[src/verilog/fspc_pkg.sv]
package fspc_pkg;

  // Clock and time base
  localparam int CLK_PERIOD_NS = 5;
  localparam int NS_PER_MS     = 1_000_000;
  localparam int CYC_PER_MS    = NS_PER_MS / CLK_PERIOD_NS;

  // Tach measurement tick, about one 32.768 kHz period
  localparam int TACH_TICK_NS  = 30518;
  localparam int TACH_TICK_CYC = TACH_TICK_NS / CLK_PERIOD_NS;

  // Glitch filter length in clock cycles
  localparam int FILT_LEN = 4;

  // Register offsets
  localparam logic [7:0] OFS_DRIVE   = 8'h00;
  localparam logic [7:0] OFS_CFG     = 8'h02;
  localparam logic [7:0] OFS_STEP    = 8'h20;
  localparam logic [7:0] OFS_TARGET  = 8'h22;
  localparam logic [7:0] OFS_READING = 8'h24;

  // Drive register layout
  localparam int DRV_LSB = 6;
  localparam int DRV_MSB = 15;

  // Configuration register layout
  localparam int CFG_RAMP_BIT = 15;
  localparam int CFG_FILT_BIT = 14;
  localparam int CFG_DER_LSB  = 12;
  localparam int CFG_WIN_LSB  = 10;
  localparam int CFG_POL_BIT  = 9;
  localparam int CFG_ALGO_BIT = 7;
  localparam int CFG_RNG_LSB  = 5;
  localparam int CFG_UPD_LSB  = 0;

  // Reset values and limits
  localparam logic [9:0]  DRV_RST    = 10'h000;
  localparam logic [1:0]  DER_RST    = 2'h3;
  localparam logic [1:0]  WIN_RST    = 2'h1;
  localparam logic [1:0]  RNG_RST    = 2'h1;
  localparam logic [2:0]  UPD_RST    = 3'h3;
  localparam logic [9:0]  STEP_RST   = 10'h010;
  localparam logic [15:0] TARGET_RST = 16'hFFFF;
  localparam logic [9:0]  DRV_MAX    = 10'h3FF;
  localparam logic [9:0]  PWM_TOP    = 10'h3FE;

  // Update period table in ms
  localparam int UPD_MS [8] = '{100, 200, 300, 400, 500, 800, 1200, 1600};

  // Error window table in RPM
  localparam logic [15:0] WIN_RPM [4] = '{16'h0000, 16'h0032, 16'h0064, 16'h00C8};

  typedef struct packed {
    logic       ramp;
    logic       filt_bypass;
    logic [1:0] der;
    logic [1:0] win;
    logic       pol;
    logic       algo;
    logic [1:0] range;
    logic [2:0] upd;
  } fspc_cfg_s;

  localparam fspc_cfg_s CFG_RST = '{1'b0, 1'b0, DER_RST, WIN_RST, 1'b0, 1'b0, RNG_RST, UPD_RST};

endpackage

[src/verilog/fspc_tach_filter.sv]
`timescale 1ns/1ps
`default_nettype none

module fspc_tach_filter (
  input  wire logic clk,
  input  wire logic rst_n,
  input  wire logic tach_in,
  input  wire logic bypass,
  output var  logic tach_clean
);

  logic                               sync_a;
  logic                               sync_b;
  logic [fspc_pkg::FILT_LEN-1:0]      hist;
  logic                               all_hi;
  logic                               all_lo;
  logic                               next_clean;

  assign all_hi     = &hist;
  assign all_lo     = ~|hist;
  // Only a level held for the whole window passes, so short spikes die here
  assign next_clean = bypass ? sync_b : (all_hi ? 1'b1 : (all_lo ? 1'b0 : tach_clean));

  always_ff @(posedge clk or negedge rst_n) begin
    if (!rst_n) begin
      sync_a     <= 1'b0;
      sync_b     <= 1'b0;
      hist       <= '0;
      tach_clean <= 1'b0;
    end else begin
      sync_a     <= tach_in;
      sync_b     <= sync_a;
      hist       <= {hist[fspc_pkg::FILT_LEN-2:0], sync_b};
      tach_clean <= next_clean;
    end
  end

endmodule

`default_nettype wire

[src/verilog/fspc_top.sv]
// How it works
// - Ten-bit drive level, upper bits, resets zero
// - Manual ramp steps toward drive setting each update
// - Ramp off, loop off: apply write immediately
// - Tach glitch filter, bypass bit, on by default
// - Derivative select shapes loop step, resets three
// - Hold drive while speed inside error window
// - Polarity inverts waveform only, not setting
// - Inverted: min gives 100%, max 0%
// - Loop enabled tracks tach target automatically
// - Loop off: output follows drive register
// - Range scales tach values by 1..8
// - Loop on: drive register read-only, reads active
// - Update period code selects 100..1600 ms
//
// Strobed register access was chosen for this implementation.
`timescale 1ns/1ps
`default_nettype none

module fspc_top #(
  parameter int CYC_PER_MS = fspc_pkg::CYC_PER_MS,
  parameter int TACH_TICK  = fspc_pkg::TACH_TICK_CYC
) (
  input  wire logic        clk,
  input  wire logic        rst_n,
  input  wire logic [7:0]  reg_addr,
  input  wire logic [15:0] reg_wdata,
  input  wire logic        reg_wr,
  input  wire logic        reg_rd,
  output var  logic [15:0] reg_rdata,
  input  wire logic        tach_in,
  output var  logic        pwm_out
);

  fspc_pkg::fspc_cfg_s cfg;
  logic [9:0]          drive_set;
  logic [9:0]          drive_act;
  logic [9:0]          step;
  logic [15:0]         target;
  logic [15:0]         reading;

  logic                tach_clean;
  logic                tach_prev;
  logic                tach_rise;
  logic [31:0]         tick_cnt;
  logic                tach_tick;
  logic [15:0]         period_cnt;

  logic [31:0]         upd_cnt;
  logic [31:0]         upd_len;
  logic                upd_tick;

  logic [9:0]          pwm_cnt;
  logic                pwm_raw;

  logic                wr_drive;
  logic                wr_cfg;
  logic                wr_step;
  logic                wr_target;
  logic [15:0]         rd_mux;

  logic [9:0]          ramp_gap;
  logic [9:0]          ramp_amt;
  logic [9:0]          ramp_next;

  logic                slow;
  logic [15:0]         err_mag;
  logic [15:0]         win_cnt;
  logic                in_window;
  logic [15:0]         err_shift;
  logic [9:0]          loop_amt;
  logic [9:0]          loop_next;
  logic [9:0]          next_drive_act;

  logic [9:0]          head_room;
  logic                loop_sat_hi;
  logic                loop_sat_lo;
  logic [9:0]          loop_up;
  logic [9:0]          loop_down;
  logic                ramp_rise;
  logic                period_full;
  logic [15:0]         cfg_image;
  logic [15:0]         drive_read;
  logic [15:0]         next_rdata;
  logic [31:0]         next_upd_cnt;
  logic                pwm_wrap;
  logic [9:0]          next_pwm_cnt;

  function automatic logic [9:0] fspc_min10(input logic [9:0] a, input logic [15:0] b);
    fspc_min10 = (b < {6'h00, a}) ? b[9:0] : a;
  endfunction

  // Address match, shared by every write enable
  function automatic logic fspc_hit(input logic [7:0] addr, input logic [7:0] ofs);
    fspc_hit = addr == ofs;
  endfunction

  fspc_tach_filter u_filter (
    .clk        (clk),
    .rst_n      (rst_n),
    .tach_in    (tach_in),
    .bypass     (cfg.filt_bypass),
    .tach_clean (tach_clean)
  );

  // Register decode
  assign wr_drive  = reg_wr && fspc_hit(reg_addr, fspc_pkg::OFS_DRIVE);
  assign wr_cfg    = reg_wr && fspc_hit(reg_addr, fspc_pkg::OFS_CFG);
  assign wr_step   = reg_wr && fspc_hit(reg_addr, fspc_pkg::OFS_STEP);
  assign wr_target = reg_wr && fspc_hit(reg_addr, fspc_pkg::OFS_TARGET);

  assign drive_read = {(cfg.algo ? drive_act : drive_set), 6'h00};
  assign cfg_image  = {cfg.ramp, cfg.filt_bypass, cfg.der, cfg.win, cfg.pol, 1'b0,
                       cfg.algo, cfg.range, 2'b00, cfg.upd};
  assign next_rdata = reg_rd ? rd_mux : 16'h0000;

  always_comb begin
    case (reg_addr)
      fspc_pkg::OFS_DRIVE: begin
        rd_mux = drive_read;
      end
      fspc_pkg::OFS_CFG: begin
        rd_mux = cfg_image;
      end
      fspc_pkg::OFS_STEP: begin
        rd_mux = {6'h00, step};
      end
      fspc_pkg::OFS_TARGET: begin
        rd_mux = target;
      end
      fspc_pkg::OFS_READING: begin
        rd_mux = reading;
      end
      default: begin
        rd_mux = 16'h0000;
      end
    endcase
  end

  always_ff @(posedge clk or negedge rst_n) begin
    if (!rst_n) begin
      reg_rdata <= 16'h0000;
    end else begin
      reg_rdata <= next_rdata;
    end
  end

  always_ff @(posedge clk or negedge rst_n) begin
    if (!rst_n) begin
      cfg <= fspc_pkg::CFG_RST;
    end else begin
      if (wr_cfg) begin
        cfg.ramp        <= reg_wdata[fspc_pkg::CFG_RAMP_BIT];
        cfg.filt_bypass <= reg_wdata[fspc_pkg::CFG_FILT_BIT];
        cfg.der         <= reg_wdata[fspc_pkg::CFG_DER_LSB +: 2];
        cfg.win         <= reg_wdata[fspc_pkg::CFG_WIN_LSB +: 2];
        cfg.pol         <= reg_wdata[fspc_pkg::CFG_POL_BIT];
        cfg.algo        <= reg_wdata[fspc_pkg::CFG_ALGO_BIT];
        cfg.range       <= reg_wdata[fspc_pkg::CFG_RNG_LSB +: 2];
        cfg.upd         <= reg_wdata[fspc_pkg::CFG_UPD_LSB +: 3];
      end
    end
  end

  // Step caps both the manual ramp and the loop move
  always_ff @(posedge clk or negedge rst_n) begin
    if (!rst_n) begin
      step   <= fspc_pkg::STEP_RST;
      target <= fspc_pkg::TARGET_RST;
    end else begin
      if (wr_step) begin
        step <= reg_wdata[9:0];
      end
      if (wr_target) begin
        target <= reg_wdata;
      end
    end
  end

  // Stored setting tracks the loop so the level is kept when the loop stops
  always_ff @(posedge clk or negedge rst_n) begin
    if (!rst_n) begin
      drive_set <= fspc_pkg::DRV_RST;
    end else if (cfg.algo) begin
      drive_set <= drive_act;
    end else if (wr_drive) begin
      drive_set <= reg_wdata[fspc_pkg::DRV_MSB:fspc_pkg::DRV_LSB];
    end
  end

  // Update period timer
  assign upd_len  = 32'(fspc_pkg::UPD_MS[cfg.upd] * CYC_PER_MS);
  assign upd_tick = (upd_cnt >= upd_len - 32'd1);
  assign next_upd_cnt = upd_tick ? 32'h0000_0000 : upd_cnt + 32'd1;

  always_ff @(posedge clk or negedge rst_n) begin
    if (!rst_n) begin
      upd_cnt <= 32'h0000_0000;
    end else begin
      upd_cnt <= next_upd_cnt;
    end
  end

  // Tach period measurement in ticks; long periods saturate as a stall
  assign tach_rise = tach_clean && !tach_prev;
  assign tach_tick = (tick_cnt >= 32'(TACH_TICK - 1));

  assign period_full = (period_cnt == 16'hFFFF);

  always_ff @(posedge clk or negedge rst_n) begin
    if (!rst_n) begin
      tach_prev <= 1'b0;
      tick_cnt  <= 32'h0000_0000;
    end else begin
      tach_prev <= tach_clean;
      tick_cnt  <= (tach_tick || tach_rise) ? 32'h0000_0000 : tick_cnt + 32'd1;
    end
  end

  // Counts ticks since the last clean rising edge
  always_ff @(posedge clk or negedge rst_n) begin
    if (!rst_n) begin
      period_cnt <= 16'h0000;
    end else if (tach_rise) begin
      period_cnt <= 16'h0000;
    end else if (tach_tick && !period_full) begin
      period_cnt <= period_cnt + 16'd1;
    end
  end

  // A stalled fan reads as the largest value
  always_ff @(posedge clk or negedge rst_n) begin
    if (!rst_n) begin
      reading <= 16'hFFFF;
    end else if (tach_rise) begin
      reading <= period_cnt >> cfg.range;
    end else if (period_full) begin
      reading <= 16'hFFFF;
    end
  end

  // Manual ramp toward the written setting
  assign ramp_rise = drive_set > drive_act;
  assign ramp_gap  = ramp_rise ? drive_set - drive_act : drive_act - drive_set;
  assign ramp_amt  = fspc_min10(step, {6'h00, ramp_gap});
  assign ramp_next = ramp_rise ? drive_act + ramp_amt : drive_act - ramp_amt;

  // Closed loop: a larger reading means a slower fan
  assign slow      = reading > target;
  assign err_mag   = slow ? reading - target : target - reading;
  assign win_cnt   = fspc_pkg::WIN_RPM[cfg.win];
  assign in_window = err_mag <= win_cnt;
  // Among derivative codes 1..3, lower codes damp harder; code 0 moves the full step
  assign err_shift = err_mag >> (2'd3 - cfg.der);
  assign loop_amt  = (cfg.der == 2'd0) ? step : fspc_min10(step, err_shift);
  // Saturate so a large error cannot wrap the drive
  assign head_room   = fspc_pkg::DRV_MAX - drive_act;
  assign loop_sat_hi = head_room < loop_amt;
  assign loop_sat_lo = drive_act < loop_amt;
  assign loop_up     = loop_sat_hi ? fspc_pkg::DRV_MAX : drive_act + loop_amt;
  assign loop_down   = loop_sat_lo ? 10'h000 : drive_act - loop_amt;
  assign loop_next   = slow ? loop_up : loop_down;

  always_comb begin
    next_drive_act = drive_act;
    if (cfg.algo) begin
      if (upd_tick && !in_window) begin
        next_drive_act = loop_next;
      end
    end else if (cfg.ramp) begin
      if (upd_tick) begin
        next_drive_act = ramp_next;
      end
    end else begin
      next_drive_act = drive_set;
    end
  end

  always_ff @(posedge clk or negedge rst_n) begin
    if (!rst_n) begin
      drive_act <= fspc_pkg::DRV_RST;
    end else begin
      drive_act <= next_drive_act;
    end
  end

  // PWM: period of 1023 clocks, so full scale gives steady high
  assign pwm_raw = pwm_cnt < drive_act;
  // Wrap one count early so full scale holds the line high
  assign pwm_wrap     = pwm_cnt >= fspc_pkg::PWM_TOP;
  assign next_pwm_cnt = pwm_wrap ? 10'h000 : pwm_cnt + 10'd1;

  always_ff @(posedge clk or negedge rst_n) begin
    if (!rst_n) begin
      pwm_cnt <= 10'h000;
      pwm_out <= 1'b0;
    end else begin
      pwm_cnt <= next_pwm_cnt;
      pwm_out <= pwm_raw ^ cfg.pol;
    end
  end

endmodule

`default_nettype wire
[config.mk]
export PLATFORM = sky130hd
export DESIGN_NAME = fspc_top
export DESIGN_NICKNAME = d
export VERILOG_FILES = /design/src/verilog/fspc_pkg.sv /design/src/verilog/fspc_tach_filter.sv /design/src/verilog/fspc_top.sv
export SDC_FILE = /design/constraint.sdc
export NUM_CORES = 1
export LEC_CHECK = 0
export BUFFER_PORTS_ARGS = -buffer_cell sky130_fd_sc_hd__buf_2
export CAP_MARGIN = 5
export CORE_MARGIN = 2
export CORE_UTILIZATION = 60
export CTS_CLUSTER_DIAMETER = 80
export DETAILED_ROUTE_END_ITERATION = 7
export GPL_ROUTABILITY_DRIVEN = 0
export HOLD_SLACK_MARGIN = 0.12
export PLACE_DENSITY = 0.76
export SYNTH_ARGS = -nofsm -noshare
export SYNTH_HDL_FRONTEND = slang
export SYNTH_SLANG_ARGS = --single-unit
[constraint.sdc]
create_clock -name clk -period 9.4 [get_ports clk]
set_input_delay 1.41 -clock clk [delete_from_list [all_inputs] [get_ports clk]]
set_output_delay 1.41 -clock clk [all_outputs]
set_load 0.02 [all_outputs]
# After elaboration in Yosys (flattened, before gate mapping)
# Memory sizes are Yosys's and may differ from the RTL's.
# Cells that the tools add are included.
[op_classes]
n_addsub = 15
multipliers = 1
magnitude_cmp = 13
eq_ne = 8
shift = 2
muxes = 33
bitwise = 3
reduce_logical = 19
[ops]
columns = ["op", "count"]
rows = [
  ["$mux 10", 16],
  ["$mux 16", 8],
  ["$mux 32", 4],
  ["$pmux 16 s5", 1],
  ["$add 32x1->32 const B", 2],
  ["$lt 10x10->1", 4],
  ["$sub 10x10->10", 4],
  ["$bmux 16 s2", 1],
  ["$ge 32x13->1 const B", 1],
  ["$ge 32x32->1", 1],
  ["$mul 32x13->26 const B", 1],
  ["$shr 16x2->16", 2],
  ["$sub 16x16->16", 2],
  ["$sub 32x1->32 const B", 1],
  ["$eq 8x6->1 const B", 3],
  ["$add 10x10->10", 2],
  ["$add 16x1->16 const B", 1],
  ["$eq 16x16->1 const B", 1],
  ["$gt 16x16->1", 1],
  ["$le 16x16->1", 1],
  ["$lt 16x10->1", 1],
  ["$add 10x1->10 const B", 1],
  ["$ge 10x10->1 const B", 1],
  ["$gt 10x10->1", 1],
  ["20 further kinds", 33],
]
[word_totals]
reg_bits = 190
rom_bits = 256
input_bits = 29
out_inout_bits = 17
memories = 1
[mem_list]
columns = ["memory", "depth", "width", "read_ports", "rd_clocked_by_memory_dff", "wr", "line_no", "source"]
rows = [
  ["(name not given)", 8, 32, 1, 0, 0, "fspc_top.sv:192", "assign upd_len = 32'(fspc_pkg::UPD_MS[cfg.upd] * CYC_PER_MS);"],
]

# Depth between registers and ports, before layout
# Gate-level depths: netlist of run 1.
[depth]
word_depth = 11
depth_mapped = 38
depth_no_buf = 35

# By module
# From an unflattened synthesis of run 1, not the netlist that was laid out.
[unflattened]
cells_unflattened = 1909
area_unflattened_um2 = 17018.8
[modules_own_cells]
columns = ["mod", "instances", "cells_per_inst", "area_each_um2", "seq_area_each_um2"]
rows = [
  ["fspc_top", 1, 1897, 16814.9, 4628.2],
  ["fspc_tach_filter", 1, 12, 203.9, 175.2],
]

# Worst setup path after synthesis of run 1
# Ideal clock, no wire load.
[synth_timing]
kind = "register -> register"
from = "reg target[0]"
to = "reg drive_act[9]"
setup_time_ps = 126
arrival_ps = 7673
required_time_ps = 9274
path_slack_ps = 1601
path_stages_with_launch = 34
n_path_buf = 4
path_cell_list = "dfstp_2 ha_1 inv_1 fa_1 a211o_1 a211o_1 and2_1 buf_6 o21a_1 buf_6 buf_2 a211oi_1 a21oi_1 xor2_1 mux4_2 ha_1 a211o_1 a211o_1 a221o_1 nor3_4 buf_8 mux2i_1 ha_1 a21o_1 a21oi_1 o21bai_1 a21oi_1 o21ai_0 a221o_1 mux2i_1 a21oi_1 or3b_2 o2111a_1 a311o_1"
[synth_via]
elab_chain_cells = 11
elab_cells_between_ends = 22
[synth_lines]
columns = ["element", "line_no", "source"]
rows = [
  ["start, declared", "fspc_top.sv:39", "logic [15:0] target;"],
  ["start signal, assigned", "fspc_top.sv:169", "target <= fspc_pkg::TARGET_RST;"],
  ["start signal, assigned", "fspc_top.sv:175", "target <= reg_wdata;"],
  ["$sub 16x16->16 or $gt 16x16->1 (tied branches)", "fspc_top.sv:250, fspc_top.sv:249", ""],
  ["$mux 16", "fspc_top.sv:250", "assign err_mag = slow ? reading - target : target - reading;"],
  ["$shr 16x2->16", "fspc_top.sv:254", "assign err_shift = err_mag >> (2'd3 - cfg.der);"],
  ["$lt 16x10->1", "fspc_top.sv:90", "fspc_min10 = (b < {6'h00, a}) ? b[9:0] : a;"],
  ["$mux 10", "fspc_top.sv:90", ""],
  ["$mux 10", "fspc_top.sv:255", "assign loop_amt = (cfg.der == 2'd0) ? step : fspc_min10(step, err_shift);"],
  ["$sub 10x10->10, or another cell as far along", "fspc_top.sv:261", "assign loop_down = loop_sat_lo ? 10'h000 : drive_act - loop_amt;"],
  ["$mux 10 (on tied branches)", "fspc_top.sv:261, fspc_top.sv:260", ""],
  ["$mux 10", "fspc_top.sv:262", "assign loop_next = slow ? loop_up : loop_down;"],
  ["$mux 10", "fspc_top.sv:267", "if (upd_tick && !in_window) begin"],
  ["$mux 10", "fspc_top.sv:266", "if (cfg.algo) begin"],
  ["end signal, assigned", "fspc_top.sv:281", "drive_act <= fspc_pkg::DRV_RST;"],
  ["end signal, assigned", "fspc_top.sv:283", "drive_act <= next_drive_act;"],
  ["end, declared", "fspc_top.sv:37", "logic [9:0] drive_act;"],
]
# Several ways; a longest one is shown, not always the timed one. The select of a mux whose other input is x is not followed.
# A chain may end at the register's enable or synchronous reset.

# Final worst setup path of run 1
[layout_timing]
from = "reg target[11]"
to = "reg drive_act[8]"
# Same word-level chain as after synthesis.

==> results of run 1 <==
-- registers in the layout, summed over array words and instances (netlist names), 10 cells and up --
| signal | flops |
|---|---|
| drive_act | 10 |
| cfg | 13 |
| period_cnt | 16 |
| drive_set | 10 |
| reading | 16 |
| step | 10 |
| upd_cnt | 32 |
| target | 16 |
| reg_rdata | 16 |
| pwm_cnt | 10 |
| tick_cnt | 32 |
-- report_power, final --
part,switching (uW),internal (uW)
logic,2730,1960
clock network,303,440
registers,154,941
-- per-stage QoR --
stage          cell area (um^2)  hold slack [ns]  utilization [%]
2_1_floorplan             16800            0.331                -
3_3_place_gp              17300            0.333             62.8
3_5_place_dp              17300            0.337             62.8
4_1_cts                   18000            0.351             65.0
5_1_grt                   18000            0.358             65.0
6_report                  18000            0.349             65.0
-- placed cells by master (no fill, tap or decap), types with 23 or more instances in the layout --
cell / count
a21o_1: 45
xor2_1: 71
nand3_1: 54
nand2b_1: 28
xnor2_1: 55
mux2i_1: 52
ha_1: 241
a21oi_1: 119
nor2_1: 163
o21ai_0: 93
nor3_1: 23
nand2_1: 121
mux2_2: 55
dfstp_2: 39
inv_1: 153
dfrtp_1: 151
buf_2: 44
-- per-layer routing --
layer | track usage, % | vias up | routed length (um)
li1 | - | 6603 | -
met3 | 4.83 | 91 | 2560
met1 | 39.0 | 6626 | 18300
met5 | 0 | - | 0
met2 | 49.2 | 393 | 19900
met4 | 11.8 | 0 | 1380
-- cell type report --
class | instances | area [um^2]
multi-input cells | 1467 | 11200
repair buffers | 58 | 332
inverters | 154 | 578
well taps | 378 | 473
flip-flops and latches | 190 | 4800
fillers | 2321 | 9680
clock inverters | 10 | 135
clock buffers | 22 | 474
-- how the worst min path moves through the flow --
stage                                           end  slack, ns                 startpoint
after detailed placement  u_filter.sync_b$_DFF_PN0_       0.34  u_filter.sync_a$_DFF_PN0_
final                     u_filter.sync_b$_DFF_PN0_       0.35  u_filter.sync_a$_DFF_PN0_
after global placement    u_filter.sync_b$_DFF_PN0_       0.33  u_filter.sync_a$_DFF_PN0_
after global routing      u_filter.sync_b$_DFF_PN0_       0.36  u_filter.sync_a$_DFF_PN0_
after floorplan           u_filter.sync_b$_DFF_PN0_       0.33  u_filter.sync_a$_DFF_PN0_
after CTS                 u_filter.sync_b$_DFF_PN0_       0.35  u_filter.sync_a$_DFF_PN0_
-- worst register-to-register path: cells and delay by family (launching register included) --
family                     cells  cell delay [ns]
AOI/OAI and AO/OA             15             3.48
muxes                          4             1.12
DFF                            1             0.56
and+or+nand+nor                7             1.65
adders and majority gates      3             1.07
buffers and inverters          2             0.34
xor gates and xnor gates       1             0.32
-- cell families (layout without fill, tap and decap cells) --
group,Yosys count,count (layout),share of synthesized area (%)
AND/OR/NAND/NOR,513,513,14.7
other,2,20,0.0448
AO/OA/AOI/OAI,436,436,17.1
multiplexers,110,110,7.16
buffers and inverters,218,244,5.23
adder cells (fa/ha/maj),261,261,20.4
XOR/XNOR,127,127,6.68
flip-flops,190,190,28.7
==> results_dict.tcl, run 1 <==
set metrics [dict create \
    status "finished clean" \
    slew_headroom_pct 34.6 \
    post_cts_buffers 0 \
    io_buffers 45 \
    fin_setup_tns_ns 0 \
    hold_viol 0 \
    die_y_um 171 \
    ant_nets 0 \
    yosysWarnings 0 \
    yosys.cell_types.count 87 \
    power-per-cell-area_nw_per_um2 364 \
    cts-resized-gates 0 \
    regToRegEndpoint "drive_act[8]$_DFFE_PN0P_" \
    crit_path_end "drive_act[8]$_DFFE_PN0P_" \
    rows 61 \
    grt_max_degree 114 \
    die_w_um 171 \
    finalCritPeriodShare_pct 91.4 \
    grt.overflow.total 0 \
    r2r_start "target[11]$_DFFE_PN1P_" \
    drt-wirelength-per-cell_um 18.5 \
    rsz0062_at_grt "false" \
    avgViaCountPerCell 6.02 \
    ys_seq_elements 190 \
    cts_htree_levels 4 \
    vias 13713 \
    synth.most_common_cell "ha_1" \
    finalClockSkew_ns 0.0130 \
    crit_type "reg2reg" \
    hold_class "reg2reg" \
    finalNonFillerCells 2279 \
    clock_path_buffers 2 \
    timing.final.crit_period_ns 8.59 \
    first_iter_violations 1146 \
    cpMaxStageDelayCell "nor4_1" \
    firstDrtPassIters 8 \
    critical_path_arrival_ns 8.95 \
    synth.avg_cell_area_um2 9.02 \
    grt_pass1_wl_um 68600 \
    dp.cells 2247 \
    critical-path-top-delay-family "compound AO/OA/AOI/OAI gates" \
    grt_pass1_vias 13383 \
    synth_top_cell_area_share_pct 22.6 \
    area_delta_synth_final_pct 7.15 \
    pin_count 46 \
    ff2ff_path_depth 32 \
    cpPeakStageDelay_ns 0.78 \
    synth_ff_type "dfrtp_1" \
    synth-edff-count 0 \
    path_common_cell "mux2i_1" \
    fin_nets 2178 \
    maxCapViolations 0 \
    hold-path-cell-count 0 \
    place_hpwl_um 32700 \
    root_buffer "clkbuf_16" \
    ctsHoldBuffers 0 \
    antenna_found_initial 1 \
    netlist_instances 1857 \
    layout-drive-gt1-share_pct 10.8 \
    power_uw 6530 \
    path_clk_slew_ns 0.07 \
    synth-seq-area-share_pct 28.7 \
    async_flop_share_pct 100 \
    synthTopCellsByCount "241 x ha_1, 163 x nor2_1, 153 x inv_1" \
    ir_drop_mv 0.261 \
    report.final.slew_viol_count 0 \
    fmax_ghz 0.116 \
    synthTopCellsByArea "dfrtp_1 23%, ha_1 18%, dfstp_2 6.1%" \
    clock-sinks 190 \
    regToRegSetupSlack_ns 0.81 \
    core_um2 27600 \
    startpoint "target[11]$_DFFE_PN1P_" \
    cts_buffers 17 \
    cp_num_buf_inv 2 \
    initial_core_util_pct 60.6 \
    setup_ws_ns 0.811 \
    p_leak_uw 0.00869 \
    crit_path_end_kind "flip-flop" \
    pre_cts_slack_ns 1.01 \
    drc 0 \
    clkLatencyLatePin_ns 0.44 \
    syn_area_um2 16800 \
    worst-endpoint-required_ns 9.76 \
    worstPathMaxFanout 18 \
    grt.total_usage_pct 29.7 \
    drt-total-wl_um 42200 \
    synth_top_area_cell "dfrtp_1" \
    cts_tree "yes" \
    cp-start-kind "flip-flop" \
    setup_viol 0 \
    crit_cells 32 \
    tightest_slew_ns 0.980 \
    die_area_um2 29300 \
    antenna_cells 0 \
]
Power figures use the tool's default switching activity.
==> inputs of run 2 (changes only) <==
Settings changed: ABC_AREA from default to 1.
==> run 2 against run 1 <==
Compared with the run above:
- the run now ends with design-rule violations left
- critical path depth is 6 higher
- clock-buffer cell count is 5 lower
- cell count is 24% higher
- largest cell class unchanged
- largest power group unchanged
- highest routed layer unchanged
==> results_dict.tcl, run 2 <==
set metrics [dict create \
    first_iter_violations 1645 \
    synthTopCellsByCount "527 x nand2_1, 334 x inv_1, 241 x ha_1" \
    worst-endpoint-required_ns 9.74 \
    grt_pass1_wl_um 80000 \
    yosysWarnings 0 \
    layout-drive-gt1-share_pct 6.72 \
    core_um2 28600 \
    grt_pass1_vias 15895 \
    synth.avg_cell_area_um2 7.29 \
    synthTopCellsByArea "dfrtp_1 22%, ha_1 17%, nand2_1 11%" \
    fin_nets 2716 \
    io_buffers 45 \
    finalClockSkew_ns 0.0158 \
    hold-path-cell-count 0 \
    violations "design-rule violations" \
    synth_top_cell_area_share_pct 21.7 \
    crit_type "reg2reg" \
    p_clk_share_pct 10.6 \
    tightest_slew_ns 1.24 \
    cts-resized-gates 0 \
    report.final.slew_viol_count 0 \
    power-per-cell-area_nw_per_um2 379 \
    path_common_cell "nand2_1" \
    rows 62 \
    crit_path_end_kind "flip-flop" \
    grt_max_degree 120 \
    critical_path_arrival_ns 7.66 \
    mostFrequentLayoutCell "nand2_1" \
    status "complete, but fails checks" \
    clock-sinks 190 \
    firstDrtPassIters 8 \
    antenna_found_initial 0 \
    clkLatencyLatePin_ns 0.47 \
    setup_viol 0 \
    clock_path_buffers 2 \
    synth_ff_type "dfrtp_1" \
    avgViaCountPerCell 5.78 \
    maxCapViolations 0 \
    ir_drop_mv 0.281 \
    cp-start-kind "flip-flop" \
    grt.overflow.total 0 \
    power.share.switching_pct 55.6 \
    fin_setup_tns_ns 0 \
    place_hpwl_um 38200 \
    ys_seq_elements 190 \
    area_delta_synth_final_pct 6.82 \
    drt-wirelength-per-cell_um 17.2 \
    worstPathMaxFanout 14 \
    grt.total_usage_pct 32.9 \
    async_flop_share_pct 100 \
    netlist_instances 2389 \
    antenna_cells 0 \
    ctsHoldBuffers 0 \
    yosys.cell_types.count 62 \
    stdcell_area_um2 18600 \
    drc 4 \
    whs_endpoint "u_filter.sync_b$_DFF_PN0_" \
    drt-total-wl_um 48600 \
    dpl_cell_area_um2 18000 \
    sequentialPowerShare_pct 16.1 \
    power_frac_comb_pct 73.3 \
    pin_count 46 \
    regToRegEndpoint "drive_act[4]$_DFFE_PN0P_" \
    cpPeakStageDelay_ns 0.65 \
    synth-seq-area-share_pct 27.6 \
    p_int_uw 3130 \
    path_clk_slew_ns 0.09 \
    vias 16314 \
    rsz0062_at_grt "false" \
    hold_class "reg2reg" \
    ant_nets 0 \
    synth.most_common_cell "nand2_1" \
    syn_area_um2 17400 \
    post_cts_buffers 0 \
    top_regs "tick_cnt x32, upd_cnt x32" \
    die_area_um2 30400 \
    synth-edff-count 0 \
    regToRegSetupSlack_ns 2.08 \
    timing.final.crit_period_ns 7.32 \
    p_leak_uw 0.00942 \
    cts_tree "yes" \
    cpMaxStageDelayCell "dfstp_2" \
    finish.utilization_pct 65.0 \
    cts_buffers 17 \
    root_buffer "clkbuf_16" \
    r2r_start "cfg[0]$_DFFE_PN1P_" \
    dp.cells 2791 \
    most-common-layout-cells "527 x nand2_1, 334 x inv_1, 241 x ha_1, 202 x nor2_1, 172 x o21ai_0" \
    finalCritPeriodShare_pct 77.9 \
    hold_viol 0 \
    synth_top_area_cell "dfrtp_1" \
    finalNonFillerCells 2823 \
    die_w_um 174 \
    cts_htree_levels 4 \
    ff2ff_path_depth 38 \
    slew_headroom_pct 16.3 \
    hp-start "u_filter.sync_a$_DFF_PN0_" \
    p_sw_uw 3920 \
    power_uw 7050 \
    initial_core_util_pct 60.9 \
    fmax_ghz 0.137 \
    die_y_um 174 \
]
## run 2: cell types whose count changed in the layout (fill, tap and decap cells not counted), moves of 50 or more
cell and change:
nand2_1 +406, inv_1 +181, o21ai_0 +79, mux2_2 -55, nand3_1 +53, mux2i_1 -50
## run 2: layer usage
metal,share of wire [%],track usage [%]
met5,0,0
met4,4.4,14.3
met3,8.5,7.17
met2,45,52.7
met1,42,42.8
## run 2: worst max path at each step
stage / start / end / slack [ns] / cells past startpoint
2_1_floorplan: cfg[0]$_DFFE_PN1P_ / drive_act[9]$_DFFE_PN0P_ / 3.13 / 39
3_3_place_gp: cfg[0]$_DFFE_PN1P_ / drive_act[7]$_DFFE_PN0P_ / 2.44 / 38
3_5_place_dp: cfg[0]$_DFFE_PN1P_ / drive_act[7]$_DFFE_PN0P_ / 2.27 / 38
4_1_cts: cfg[0]$_DFFE_PN1P_ / drive_act[4]$_DFFE_PN0P_ / 2.16 / 38
5_1_grt: cfg[0]$_DFFE_PN1P_ / drive_act[8]$_DFFE_PN0P_ / 1.41 / 38
6_report: cfg[0]$_DFFE_PN1P_ / drive_act[4]$_DFFE_PN0P_ / 2.08 / 38
## run 2: final cells by class
class                   count  area, um^2
well taps                 384         480
clock buffers              17         425
inverters                 351        1320
flip-flops and latches    190        4800
multi-input cells        1816       11100
clock inverters            15         170
fillers                  2497       10000
repair buffers             50         272
## run 2: kinds of logic (layout without fill, tap and decap cells)
kind of cell / count (synthesis) / in the layout / synth area share, %
adders and majority gates: 261 / 261 / 19.6
DFF: 190 / 190 / 27.6
xor gates and xnor gates: 98 / 98 / 4.93
AOI/OAI and AO/OA: 467 / 467 / 15.2
other: 2 / 20 / 0.0431
muxes: 2 / 2 / 0.115
and+or+nand+nor: 968 / 968 / 23.7
buffers and inverters: 401 / 433 / 8.87
## run 2: through the flow
stage	hold slack, ns	worst slack (ns)
CTS	0.355	2.16
floorplan	0.331	3.13
global route	0.379	1.41
global placement	0.345	2.44
finish	0.355	2.08
detailed placement	0.335	2.27
## run 2: worst max-delay path, delay by kind of cell, from the launching register on
kind | cells | cell delay [ns]
adders and majority gates | 7 | 2.49
AOI/OAI and AO/OA | 10 | 1.74
and+or+nand+nor | 12 | 1.06
buffers and inverters | 7 | 0.83
DFF | 1 | 0.65
xor gates and xnor gates | 2 | 0.42
## run 2: power by group through the flow
stage | clock network, uW | logic [uW] | registers, uW
2_1_floorplan | 0 | 3910 | 1070
3_3_place_gp | 0 | 4860 | 1130
3_5_place_dp | 0 | 5000 | 1140
4_1_cts | 759 | 5060 | 1130
5_1_grt | 790 | 5860 | 1150
6_report | 749 | 5160 | 1140
==> inputs of run 3 (changes only) <==
Settings changed: ABC_AREA 1 to 0.
Clock period 9.4 ns to 7.3 ns, I/O delays scaled along.
==> run 3 against run 2 <==
Compared with the run above:
- the run ends with negative setup slack left
- register-to-register slack worse by 2.2 ns
- hold slack got worse by 0.0028 ns
- final area rose by 5.1%
- global-route usage down 0.85 points
- highest routed layer unchanged
==> results_dict.tcl, run 3 (synthesis results as in run 1) <==
set metrics [dict create \
    status "complete, but fails checks" \
    violations "negative setup slack" \
    rows 61 \
    cts_buffers 17 \
    firstDrtPassIters 6 \
    setup_viol 1 \
    p_clk_share_pct 10.5 \
    mostFrequentLayoutCell "ha_1" \
    report.final.slew_viol_count 0 \
    p_int_uw 4900 \
    setup_ws_ns -0.100 \
    ant_nets 0 \
    fmax_ghz 0.135 \
    fin_nets 2318 \
    finalClockSkew_ns 0.0123 \
    place_hpwl_um 34700 \
    core_um2 27600 \
    pre_cts_slack_ns -0.243 \
    area_delta_synth_final_pct 16.7 \
    finish.utilization_pct 70.8 \
    drt-total-wl_um 47200 \
    finalNonFillerCells 2419 \
    critical-path-top-delay-family "compound AO/OA/AOI/OAI gates" \
    grt_pass1_wl_um 73900 \
    die_y_um 171 \
    power_uw 9470 \
    power_frac_comb_pct 74.8 \
    cpPeakStageDelay_ns 0.55 \
    p_leak_uw 0.00947 \
    grt.overflow.total 0 \
    finalCritPeriodShare_pct 101 \
    ctsHoldBuffers 0 \
    die_w_um 171 \
    initial_core_util_pct 60.6 \
    worstPathMaxFanout 7 \
    maxCapViolations 0 \
    first_iter_violations 1460 \
    clkLatencyLatePin_ns 0.45 \
    top_regs "tick_cnt x32, upd_cnt x32" \
    antenna_cells 0 \
    use_met2_pct 53.1 \
    worst-endpoint-required_ns 7.63 \
    regToRegSetupSlack_ns -0.10 \
    timing.final.crit_period_ns 7.40 \
    grt-busiest-layer "met2" \
    antenna_found_initial 0 \
    crit_path_end_kind "flip-flop" \
    sequentialPowerShare_pct 14.7 \
    grtUsageMet3_pct 4.60 \
    pin_count 46 \
    clock-sinks 190 \
    tightest_slew_ns 1.05 \
    p_sw_uw 4570 \
    power.share.switching_pct 48.3 \
    hold_class "reg2reg" \
    drc 0 \
    critical_path_arrival_ns 7.73 \
    grt.total_usage_pct 32.0 \
    ir_drop_mv 0.428 \
    cpMaxStageDelayCell "dfstp_2" \
    dpl_cell_area_um2 18200 \
    drt-wirelength-per-cell_um 19.5 \
    clock_path_buffers 2 \
    hold_viol 0 \
    dp.cells 2352 \
    met1_usage_pct 42.0 \
    crit_type "reg2reg" \
    die_area_um2 29300 \
    root_buffer "clkbuf_16" \
    n_fill_cell 2094 \
    grt_max_degree 122 \
    io_buffers 45 \
    slew_headroom_pct 29.8 \
    whs_endpoint "u_filter.sync_b$_DFF_PN0_" \
    r2r_start "target[0]$_DFFE_PN1P_" \
    hp-start "u_filter.sync_a$_DFF_PN0_" \
    cts_tree "yes" \
    vias 14899 \
    layout-drive-gt1-share_pct 20.8 \
    path_clk_slew_ns 0.07 \
    most-common-layout-cells "226 x ha_1, 160 x nor2_1, 151 x dfrtp_1, 148 x inv_1, 141 x buf_4" \
    avgViaCountPerCell 6.16 \
    ff2ff_path_depth 32 \
    regToRegEndpoint "drive_act[9]$_DFFE_PN0P_" \
    hold-path-cell-count 0 \
    grt_pass1_vias 14377 \
    cts_htree_levels 4 \
    cp_num_buf_inv 3 \
    stdcell_area_um2 19600 \
    power-per-cell-area_nw_per_um2 485 \
    cp-start-kind "flip-flop" \
    rsz0062_at_grt "true" \
]
[run 3: cell count changes in the layout (fill, tap and decap cells not counted), moves of 25 or more]
| cell | previous run | this run |
|---|---|---|
| nand2b_1 | 1 | 27 |
| nand2_1 | 527 | 120 |
| buf_4 | 5 | 141 |
| nand3_1 | 107 | 53 |
| mux2i_1 | 2 | 47 |
| nor3_1 | 45 | 20 |
| mux2_2 | 0 | 51 |
| inv_1 | 334 | 148 |
| nor2_1 | 202 | 160 |
| a21oi_1 | 168 | 106 |
| a21o_1 | 8 | 45 |
| o21ai_0 | 172 | 77 |
[run 3: routing by layer]
metal / part of all wire (%) / vias to the layer above
met5: 0 / -
met4: 4.2 / 0
met3: 6.5 / 171
met2: 47 / 573
met1: 42 / 7280
li1: - / 6875
[run 3: how the worst max path moves through the flow]
stage	startpoint	to	slack [ns]	cells after the start
3_5_place_dp	target[0]$_DFFE_PN1P_	drive_act[9]$_DFFE_PN0P_	-0.24	33
4_1_cts	target[0]$_DFFE_PN1P_	drive_act[9]$_DFFE_PN0P_	0.01	30
3_3_place_gp	target[0]$_DFFE_PN1P_	drive_act[9]$_DFFE_PN0P_	-0.02	30
2_1_floorplan	target[0]$_DFFE_PN1P_	drive_act[9]$_DFFE_PN0P_	-0.15	33
5_1_grt	target[0]$_DFFE_PN1P_	drive_act[9]$_DFFE_PN0P_	-0.27	32
6_report	target[0]$_DFFE_PN1P_	drive_act[9]$_DFFE_PN0P_	-0.10	32
[run 3: final cells by class]
class | instances | area (um^2) | area share [%]
timing repair buffer | 197 | 1430 | 7.31
clock inverter | 15 | 203 | 1.04
tap | 378 | 473 | 2.42
multi-input combinational | 1468 | 11600 | 59.5
clock buffer | 17 | 425 | 2.18
sequential | 190 | 4800 | 24.6
inverter | 154 | 582 | 2.98
[run 3: per-stage QoR]
stage / TNS [ns] / hold slack (ns)
floorplan: -0.152 / 0.331
global placement: -0.0186 / 0.337
detailed placement: -1.15 / 0.339
CTS: 0 / 0.355
global route: -1.11 / 0.368
finish: -0.100 / 0.352
[run 3: worst reg2reg max path, delay by kind of cell (launching register included)]
kind,cells,cell delay [ns]
xor+xnor,1,0.22
compound gates,15,3.14
simple gates,4,0.87
mux,5,1.28
flops,1,0.55
buf+inv,3,0.35
fa+ha+maj,4,0.86
[run 3: timing repair]
item,4_1_cts,5_1_grt
cloned,0,1
setup buffers,12,22
resized for setup,15,94
endpoints found under the hold margin,0,0
pin swaps,10,58
setup endpoints to repair,9,42
[run 3: power groups by stage]
stage	combinational, uW	clock (uW)	sequential, uW
after floorplan	4720	0	1340
after global placement	6200	0	1390
after detailed placement	6380	0	1390
after CTS	6540	1010	1380
after global routing	7750	1050	1410
final	7090	995	1390
